**src/hw/tur_params.svh**
```systemverilog
`ifndef TUR_PARAMS_SVH
`define TUR_PARAMS_SVH
// Uplink and downlink format codes
`define TUR_UF_SURV_ALT   5'h04
`define TUR_UF_SURV_ID    5'h05
`define TUR_UF_COMMA_ALT  5'h14
`define TUR_UF_COMMA_ID   5'h15
`define TUR_DF_SURV_ALT   5'h04
`define TUR_DF_SURV_ID    5'h05
`define TUR_DF_COMMB_ALT  5'h14
`define TUR_DF_COMMB_ID   5'h15
// Reply request threshold
`define TUR_RR_COMMB      5'h10
// Designator codes
`define TUR_DI_NONE       3'h0
`define TUR_DI_MULTISITE  3'h1
`define TUR_DI_EXTREAD    3'h7
// Designator field layout
`define TUR_SD_IIS_MSB    15
`define TUR_SD_IIS_LSB    12
`define TUR_SD_RRS_MSB    7
`define TUR_SD_RRS_LSB    4
// Field widths and limits
`define TUR_MA_BITS       56
`define TUR_SD_BITS       16
`define TUR_ADDR_BITS     24
`define TUR_ADDR_BCAST    24'hFFFFFF
`define TUR_MAX_PARTS     4
`define TUR_SITES         16
// Linked component codes
`define TUR_PART_FIRST    2'h0
`define TUR_PART_SECOND   2'h1
`define TUR_PART_THIRD    2'h2
`define TUR_PART_FINAL    2'h3
`endif

```
**src/hw/tur_pkg.sv**
```systemverilog
`default_nettype none
package tur_pkg;
    typedef enum {TUR_IDLE, TUR_REPLY, TUR_LINK} tur_state_t;
    typedef logic [4:0] tur_fmt_t;
endpackage
`default_nettype wire

```
**src/hw/tur_uplink_reply.sv**
```systemverilog
`timescale 1ns/1ps
`default_nettype none
`include "tur_params.svh"
module tur_uplink_reply
#(
    parameter int SITES = `TUR_SITES
)
(
    input  wire logic        clk,
    input  wire logic        nrst,
    input  wire logic        upValid,
    input  wire logic [4:0]  upFormat,
    input  wire logic [4:0]  upRr,
    input  wire logic [2:0]  upDi,
    input  wire logic [15:0] upSd,
    input  wire logic [55:0] upMa,
    input  wire logic [23:0] upAddr,
    input  wire logic        upOwnAddr,
    input  wire logic        upLinked,
    input  wire logic [1:0]  upPart,
    input  wire logic        dataLinkFitted,
    input  wire logic        bdsSupported,
    input  wire logic [55:0] bdsData,
    input  wire logic [55:0] airMsg,
    output logic             bdsReq,
    output logic [7:0]       bdsCode,
    output logic             replyValid,
    output logic [4:0]       replyFormat,
    output logic [55:0]      replyMb,
    output logic             airRead,
    output logic             msgValid,
    output logic             msgBroadcast,
    output logic [55:0]      msgText,
    output logic [15:0]      msgSd,
    output logic             msgMultisite,
    output logic             msgExtRead,
    output logic             linkValid,
    output logic [3:0]       linkSite,
    output logic [1:0]       linkParts,
    output logic [223:0]     linkText
);

    ////////////////////////////////////////////////////////////////////////////
    // Decode helpers

    // Reply format from uplink format and RR
    function automatic tur_pkg::tur_fmt_t replyFmt(input logic [4:0] uf, input logic [4:0] rr);
        logic idReq;
        idReq = (uf == `TUR_UF_SURV_ID) || (uf == `TUR_UF_COMMA_ID);
        if (rr < `TUR_RR_COMMB)
            replyFmt = idReq ? `TUR_DF_SURV_ID : `TUR_DF_SURV_ALT;
        else
            replyFmt = idReq ? `TUR_DF_COMMB_ID : `TUR_DF_COMMB_ALT;
    endfunction

    // Data selector from RR and designator
    function automatic logic [7:0] selCode(input logic [4:0] rr, input logic [2:0] di,
                                           input logic [15:0] sd);
        logic [3:0] bds2;
        bds2 = (di == `TUR_DI_EXTREAD) ? sd[`TUR_SD_RRS_MSB:`TUR_SD_RRS_LSB] : 4'h0;
        selCode = {rr[3:0], bds2};
    endfunction

    logic       isSurv;
    logic       isCommA;
    logic       isBcast;
    logic       accepted;
    logic [7:0] sel;
    logic       wantB;
    logic       airReq;
    tur_pkg::tur_state_t state;

    // Interrogation classification
    assign isSurv   = (upFormat == `TUR_UF_SURV_ALT) || (upFormat == `TUR_UF_SURV_ID);
    assign isCommA  = (upFormat == `TUR_UF_COMMA_ALT) || (upFormat == `TUR_UF_COMMA_ID);
    assign isBcast  = isCommA && dataLinkFitted && (upAddr == `TUR_ADDR_BCAST);
    assign accepted = upValid && (isSurv || isCommA) && (upOwnAddr || isBcast);
    assign sel      = selCode(upRr, upDi, upSd);
    assign wantB    = upRr > `TUR_RR_COMMB;
    assign airReq   = (upRr == `TUR_RR_COMMB) && (sel[3:0] == 4'h0);

    ////////////////////////////////////////////////////////////////////////////
    // Sequencer: request data, then reply

    always_ff @(posedge clk or negedge nrst)
    begin
        if (!nrst)
            state <= tur_pkg::TUR_IDLE;
        else
        begin
            case (state)
                tur_pkg::TUR_IDLE:
                    if (accepted && !isBcast)
                        state <= tur_pkg::TUR_REPLY;
                tur_pkg::TUR_REPLY:
                    state <= tur_pkg::TUR_IDLE;
                default:
                    state <= tur_pkg::TUR_IDLE;
            endcase
        end
    end

    // Selector request toward data sources
    always_ff @(posedge clk or negedge nrst)
    begin
        if (!nrst)
        begin
            bdsReq  <= 1'b0;
            bdsCode <= 8'h00;
            airRead <= 1'b0;
        end
        else
        begin
            bdsReq  <= (state == tur_pkg::TUR_IDLE) && accepted && !isBcast && wantB;
            airRead <= (state == tur_pkg::TUR_IDLE) && accepted && !isBcast && airReq;
            if ((state == tur_pkg::TUR_IDLE) && accepted)
                bdsCode <= sel;
        end
    end

    // Reply generation, two cycles after acceptance
    logic       pendB;
    logic       pendAir;
    tur_pkg::tur_fmt_t pendFmt;
    always_ff @(posedge clk or negedge nrst)
    begin
        if (!nrst)
        begin
            pendB   <= 1'b0;
            pendAir <= 1'b0;
            pendFmt <= 5'h00;
        end
        else if ((state == tur_pkg::TUR_IDLE) && accepted)
        begin
            pendB   <= wantB;
            pendAir <= airReq;
            pendFmt <= replyFmt(upFormat, upRr);
        end
    end

    always_ff @(posedge clk or negedge nrst)
    begin
        if (!nrst)
        begin
            replyValid  <= 1'b0;
            replyFormat <= 5'h00;
            replyMb     <= 56'h0;
        end
        else
        begin
            replyValid <= (state == tur_pkg::TUR_REPLY);
            if (state == tur_pkg::TUR_REPLY)
            begin
                replyFormat <= pendFmt;
                if (pendB)
                    replyMb <= bdsSupported ? bdsData : 56'h0;
                else if (pendAir)
                    replyMb <= airMsg;
                else
                    replyMb <= 56'h0;
            end
        end
    end

    ////////////////////////////////////////////////////////////////////////////
    // Received uplink message text

    always_ff @(posedge clk or negedge nrst)
    begin
        if (!nrst)
        begin
            msgValid     <= 1'b0;
            msgBroadcast <= 1'b0;
            msgText      <= 56'h0;
            msgSd        <= 16'h0000;
            msgMultisite <= 1'b0;
            msgExtRead   <= 1'b0;
        end
        else
        begin
            msgValid <= (state == tur_pkg::TUR_IDLE) && accepted && isCommA && !upLinked;
            if ((state == tur_pkg::TUR_IDLE) && accepted && isCommA)
            begin
                msgText      <= upMa;
                msgBroadcast <= isBcast;
                msgSd        <= (upDi == `TUR_DI_NONE) ? 16'h0000 : upSd;
                msgMultisite <= upDi == `TUR_DI_MULTISITE;
                msgExtRead   <= upDi == `TUR_DI_EXTREAD;
            end
        end
    end

    ////////////////////////////////////////////////////////////////////////////
    // Linked message assembly, per site

    logic [55:0] partBuf [SITES][`TUR_MAX_PARTS];
    logic [3:0]  partSeen [SITES];
    logic [3:0]  site;
    logic        linkIn;
    logic        finalDone;
    assign site      = upSd[`TUR_SD_IIS_MSB:`TUR_SD_IIS_LSB];
    assign linkIn    = (state == tur_pkg::TUR_IDLE) && accepted && isCommA && !isBcast
                       && upLinked && (upDi == `TUR_DI_MULTISITE);
    assign finalDone = linkIn && (upPart == `TUR_PART_FINAL) && partSeen[site][0];

    // Component storage; first part clears the site's partial message
    always_ff @(posedge clk or negedge nrst)
    begin
        if (!nrst)
        begin
            for (int s = 0; s < SITES; s++)
            begin
                partSeen[s] <= 4'h0;
                for (int p = 0; p < `TUR_MAX_PARTS; p++)
                    partBuf[s][p] <= 56'h0;
            end
        end
        else if (linkIn)
        begin
            if (upPart == `TUR_PART_FIRST)
            begin
                partSeen[site] <= 4'h1;
                partBuf[site][0] <= upMa;
            end
            else if (finalDone)
                partSeen[site] <= 4'h0;
            else if (partSeen[site][0])
            begin
                partSeen[site][upPart] <= 1'b1;
                partBuf[site][upPart] <= upMa;
            end
        end
    end

    // Release of complete message, packed first part highest
    always_ff @(posedge clk or negedge nrst)
    begin
        if (!nrst)
        begin
            linkValid <= 1'b0;
            linkSite  <= 4'h0;
            linkParts <= 2'h0;
            linkText  <= 224'h0;
        end
        else
        begin
            linkValid <= finalDone;
            if (finalDone)
            begin
                linkSite <= site;
                // Count of parts minus one: 1, 2 or 3 for two to four parts
                linkParts <= 2'(2'h1 + 2'(partSeen[site][1]) + 2'(partSeen[site][2]));
                linkText <= {partBuf[site][0],
                             partSeen[site][1] ? partBuf[site][1] : 56'h0,
                             partSeen[site][2] ? partBuf[site][2] : 56'h0,
                             upMa};
            end
        end
    end

    ////////////////////////////////////////////////////////////////////////////
    // Checks

    property p_reply_after_accept;
        @(posedge clk) disable iff (!nrst)
        (state == tur_pkg::TUR_IDLE && accepted && !isBcast) |-> ##2 replyValid;
    endproperty
    a_reply_after_accept: assert property (p_reply_after_accept) else $error("no reply");

    property p_bcast_silent;
        @(posedge clk) disable iff (!nrst)
        (state == tur_pkg::TUR_IDLE && accepted && isBcast) |-> ##2 !replyValid;
    endproperty
    a_bcast_silent: assert property (p_bcast_silent) else $error("broadcast replied");

    property p_short_fmt;
        @(posedge clk) disable iff (!nrst)
        (state == tur_pkg::TUR_IDLE && accepted && !isBcast && upRr < 5'h10
         && upFormat == 5'h04) |-> ##2 replyFormat == 5'h04;
    endproperty
    a_short_fmt: assert property (p_short_fmt) else $error("bad short format");

    property p_id_fmt;
        @(posedge clk) disable iff (!nrst)
        (state == tur_pkg::TUR_IDLE && accepted && !isBcast && upRr >= 5'h10
         && upFormat == 5'h05) |-> ##2 replyFormat == 5'h15;
    endproperty
    a_id_fmt: assert property (p_id_fmt) else $error("bad id format");

    property p_bds1;
        @(posedge clk) disable iff (!nrst)
        bdsReq |-> bdsCode[7:4] == 4'($past(upRr) - 5'h10);
    endproperty
    a_bds1: assert property (p_bds1) else $error("bad BDS1");

    property p_bds2;
        @(posedge clk) disable iff (!nrst)
        (bdsReq && $past(upDi) != 3'h7) |-> bdsCode[3:0] == 4'h0;
    endproperty
    a_bds2: assert property (p_bds2) else $error("bad BDS2");

    property p_zero_mb;
        @(posedge clk) disable iff (!nrst)
        (bdsReq && !bdsSupported) |=> replyValid && replyMb == 56'h0;
    endproperty
    a_zero_mb: assert property (p_zero_mb) else $error("MB not zero");

    property p_di_zero;
        @(posedge clk) disable iff (!nrst)
        (msgValid && $past(upDi) == 3'h0) |-> msgSd == 16'h0000;
    endproperty
    a_di_zero: assert property (p_di_zero) else $error("SD not ignored");

    property p_air_read;
        @(posedge clk) disable iff (!nrst)
        airRead |=> replyValid && replyMb == $past(airMsg) && !$past(bdsReq);
    endproperty
    a_air_read: assert property (p_air_read) else $error("air read as readout");

    c_readout: cover property (@(posedge clk) disable iff (!nrst) bdsReq ##1 replyValid);
    c_bcast: cover property (@(posedge clk) disable iff (!nrst) msgValid && msgBroadcast);
    c_linked: cover property (@(posedge clk) disable iff (!nrst) linkValid && linkParts == 2'h3);

endmodule
`default_nettype wire

```
**config.mk**
```make
export PLATFORM = sky130hd
export DESIGN_NAME = tur_uplink_reply
export DESIGN_NICKNAME = d
export VERILOG_FILES = /design/src/hw/tur_pkg.sv /design/src/hw/tur_uplink_reply.sv
export VERILOG_INCLUDE_DIRS = /design/src /design/src/hw
export SDC_FILE = /design/constraint.sdc
export NUM_CORES = 2
export LEC_CHECK = 0
export ABC_CLOCK_PERIOD_IN_PS = 3450
export BUFFER_PORTS_ARGS = -buffer_cell sky130_fd_sc_hd__buf_2
export CAP_MARGIN = 20
export CORE_UTILIZATION = 48
export DETAILED_ROUTE_END_ITERATION = 10
export HOLD_SLACK_MARGIN = 0.15
export PLACE_DENSITY = 0.72
export SYNTH_ARGS = -nofsm -noshare
export SYNTH_HDL_FRONTEND = slang
export SYNTH_SLANG_ARGS = --single-unit
```
**constraint.sdc**
```tcl
create_clock -name clk -period 3.45 [get_ports clk]
set_clock_uncertainty 0.1 [all_clocks]
set_input_delay 0.345 -clock clk [delete_from_list [all_inputs] [get_ports clk]]
set_output_delay 0.345 -clock clk [all_outputs]
set_load 0.05 [all_outputs]
```
==> flow_summary.toml <==
[die]
rows = 196
boundaryPins = 609
start_util_pct = 48.3
die_h_um = 538
dieArea_mm2 = 0.289
design.core.area_mm2 = 0.285
die_w_um = 538

[routing]
drc_errors = 0
via_per_inst = 6.14
finalWirelength_mm = 388
dr.first_iter.drc_count = 6824
wl_per_cell_um = 28.3
num_vias = 84100
drtAntennaViolNets = 0
firstDrtPassIters = 7

[sta]
fmax_ghz = 0.295
tns_ns = 0
post-route-min-period_ns = 3.39
worst_pin_slew_ns = 1.18
setup-violations-final = 0
slew-limit-headroom_pct = 21.3
drv_slew = 0
rsz0062_at_grt = "no"
finalCritPeriodShare_pct = 98.1
finalHoldViolCount = 0
setup_slack_ns = 0.0644

[grt]
grt_pass1_wl_mm = 584
antenna_found_initial = 27
grt_max_degree = 119
grt_remaining_overflow = 0
track_usage_pct = 26.9
grt_pass1_vias = 91100

[critical_path]
worst_path_max_delay_cell = "or4_4"
cp_max_fo = 32
critical_path_arrival_ns = 4.12
crit_chain = "buf_2 > dlygate4sd3_1 > nor4bb_1 > dlygate4sd3_1 > buf_4 > nand2_1 > a2111o_1 > buf_4 > or4_4 > buf_12 > nand3_1 > dlygate4sd3_1"
crit_type = "in -> reg"
cpMostUsedCell = "dlygate4sd3_1"
slowest_delay_ns = 0.60
startpoint_type = "primary input"
end_kind = "register"
cp.required_ns = 4.19

[synthesis]
synthCells = 8981
yosys_warnings = 0
yosysMostFrequentCell = "dfrtp_1"
synth-seq-cells = 3119
synth_edf_count = 0
synth.largest_area_cell = "dfrtp_1"
synth_top_area_share_pct = 56.6
synthFlopType = "dfrtp_1"
synthArstFlopShare_pct = 100
syn_avg_cell_area_um2 = 15.4
synth_common_cells = "3119 x dfrtp_1, 2398 x mux2_2, 737 x mux4_2"
synthTopCellsByArea = "dfrtp_1 57%, mux2_2 20%, mux4_2 12%"
synth_cell_types = 48
syn_area_mm2 = 0.138
yosysSeqAreaShare_pct = 56.6

[placed_design]
port_buffers = 606
gp_congestion = 0.828
pre_cts_ws_ns = 0.103
dp_hpwl_mm = 233

[clocking]
cts_max_level = 5
clk_pin_slew_worst_paths_ns = 0.07
cts_buffers = 328
clk_root_buffer_cell = "clkbuf_16"
cts_tree = "built"
clock_latency_ns = 0.91
clockBufferDepth = 4
clock-sinks = 3119
post_cts_buffers = 0

[power_and_ir_drop]
p_per_area_mw_per_mm2 = 484
leakage_nw = 79.6
ir_worst_vdd_uv = 416

[run_status]
status = "finished clean"

[job]
cap_violations = 0

[cells_and_area]
post-route-util_pct = 56.5
layout-drive-gt1-share_pct = 47.9
syn2layout_area_growth_pct = 17.0
nNetsFinal = 9900

[worst_hold_path]
hold_path.class = "in -> reg"
## repair_timing
| action | CTS | global route |
|---|---|---|
| resized for setup | 0 | 1 |
| endpoints found under the setup margin | 0 | 2 |
| hold endpoints to repair | 1442 | 0 |
| hold buffers | 250 | 0 |
## cells in the final DEF (no fill, tap or decap), drive strengths merged, types with 3 or more instances in the layout
| cell type | count |
|---|---|
| or2 | 4 |
| a32o | 112 |
| clkinvlp | 8 |
| nand4bb | 3 |
| o31ai | 27 |
| nor3 | 5 |
| nor3b | 4 |
| dfrtp | 3119 |
| nand3 | 42 |
| buf | 1027 |
| nor2b | 9 |
| nand2 | 672 |
| mux2i | 7 |
| a22oi | 285 |
| diode | 6 |
| clkinv | 75 |
| clkbuf | 466 |
| o2bb2ai | 4 |
| or4 | 4 |
| and3 | 4 |
| bufinv | 27 |
| nand2b | 9 |
| nor4 | 5 |
| nor2 | 109 |
| a21oi | 87 |
| nand4 | 5 |
| o21ai | 68 |
| inv | 28 |
| mux2 | 2704 |
| dlygate4sd3 | 250 |
| mux4 | 737 |
## stage by stage
| stage | power, W | std cells | hold WS [ns] | instance area, um^2 |
|---|---|---|---|---|
| 2_1_floorplan | 0.0399 | 8982 | -0.0506 | 138000 |
| 6_report | 0.0781 | 13700 | 0.172 | 161000 |
| 3_5_place_dp | 0.0421 | 12800 | 0.349 | 147000 |
| 4_1_cts | 0.0787 | 13700 | 0.151 | 161000 |
| 5_1_grt | 0.0805 | 13700 | 0.174 | 161000 |
| 3_3_place_gp | 0.0420 | 12800 | 0.345 | 147000 |
## state kept, by name (all words and copies together) (netlist names), 3 cells and up
name	flops
bdsCode	8
linkSite	4
linkText	224
msgSd	16
msgText	56
partBuf	2688
partSeen	48
pendFmt	3
replyFormat	3
replyMb	56
## routing by layer
layer | up-vias | part of all wire, % | wire, um | global-route usage (%)
li1 | 34400 | - | - | -
met1 | 45900 | 42 | 161000 | 36.5
met2 | 3064 | 48 | 187000 | 44.2
met3 | 736 | 6.5 | 25100 | 4.16
met4 | 6 | 3.7 | 14200 | 9.57
met5 | - | 0.0093 | 36 | 0
## report_power, final
| group | internal (W) | switching, W | leakage, nW |
|---|---|---|---|
| Clock | 0.0214 | 0.0150 | 5.49 |
| Combinational | 0.00127 | 0.00348 | 30.8 |
| Sequential | 0.0368 | 0.000140 | 43.3 |
| Total | 0.0595 | 0.0186 | 79.6 |
## worst paths after layout
check | start | to | slack [ns] | cells past startpoint
worst max-delay path | upFormat[1] | partSeen[33]$_DFFE_PN0P_ | 0.06 | 12
worst min-delay path | upValid | msgSd[5]$_DFFE_PN0N_ | 0.17 | 6
worst max register to register | state[0]$_DFFE_PN0P_ | partSeen[33]$_DFFE_PN0P_ | 0.12 | 7
worst min register to register | partBuf[1931]$_DFFE_PN0P_ | partBuf[1931]$_DFFE_PN0P_ | 0.37 | 2
max in group asynchronous | nrst | partBuf[2119]$_DFFE_PN0P_ | 0.88 | 4
min in group asynchronous | nrst | partBuf[809]$_DFFE_PN0P_ | 0.76 | 3
## worst max-delay path: cells and delay by family
family	cells	cell delay, ns
AOI/OAI and AO/OA	1	0.37
buffers and inverters	7	2.37
and+or+nand+nor	4	1.02
## kinds of logic (layout without fill, tap and decap cells)
group / after synthesis / in the layout / synth area share (%)
buffers and inverters: 937 / 1881 / 3.42
other: 1 / 8 / 0.00272
AND/OR/NAND/NOR: 883 / 883 / 2.64
AO/OA/AOI/OAI: 592 / 592 / 3.17
flip-flops: 3119 / 3119 / 56.6
adder cells (fa/ha/maj): 1 / 1 / 0.00907
multiplexers: 3448 / 3448 / 34.2
## cell type report
class	count	area [um^2]
repair buffers	1277	11700
well taps	3762	4710
inverters	17	63.8
diodes	6	15.0
clock inverters	121	1590
multi-input cells	4926	55600
clock buffers	466	9550
flip-flops and latches	3119	78100
fillers	21700	124000
Note: power is estimated with default switching activity, not from simulation.
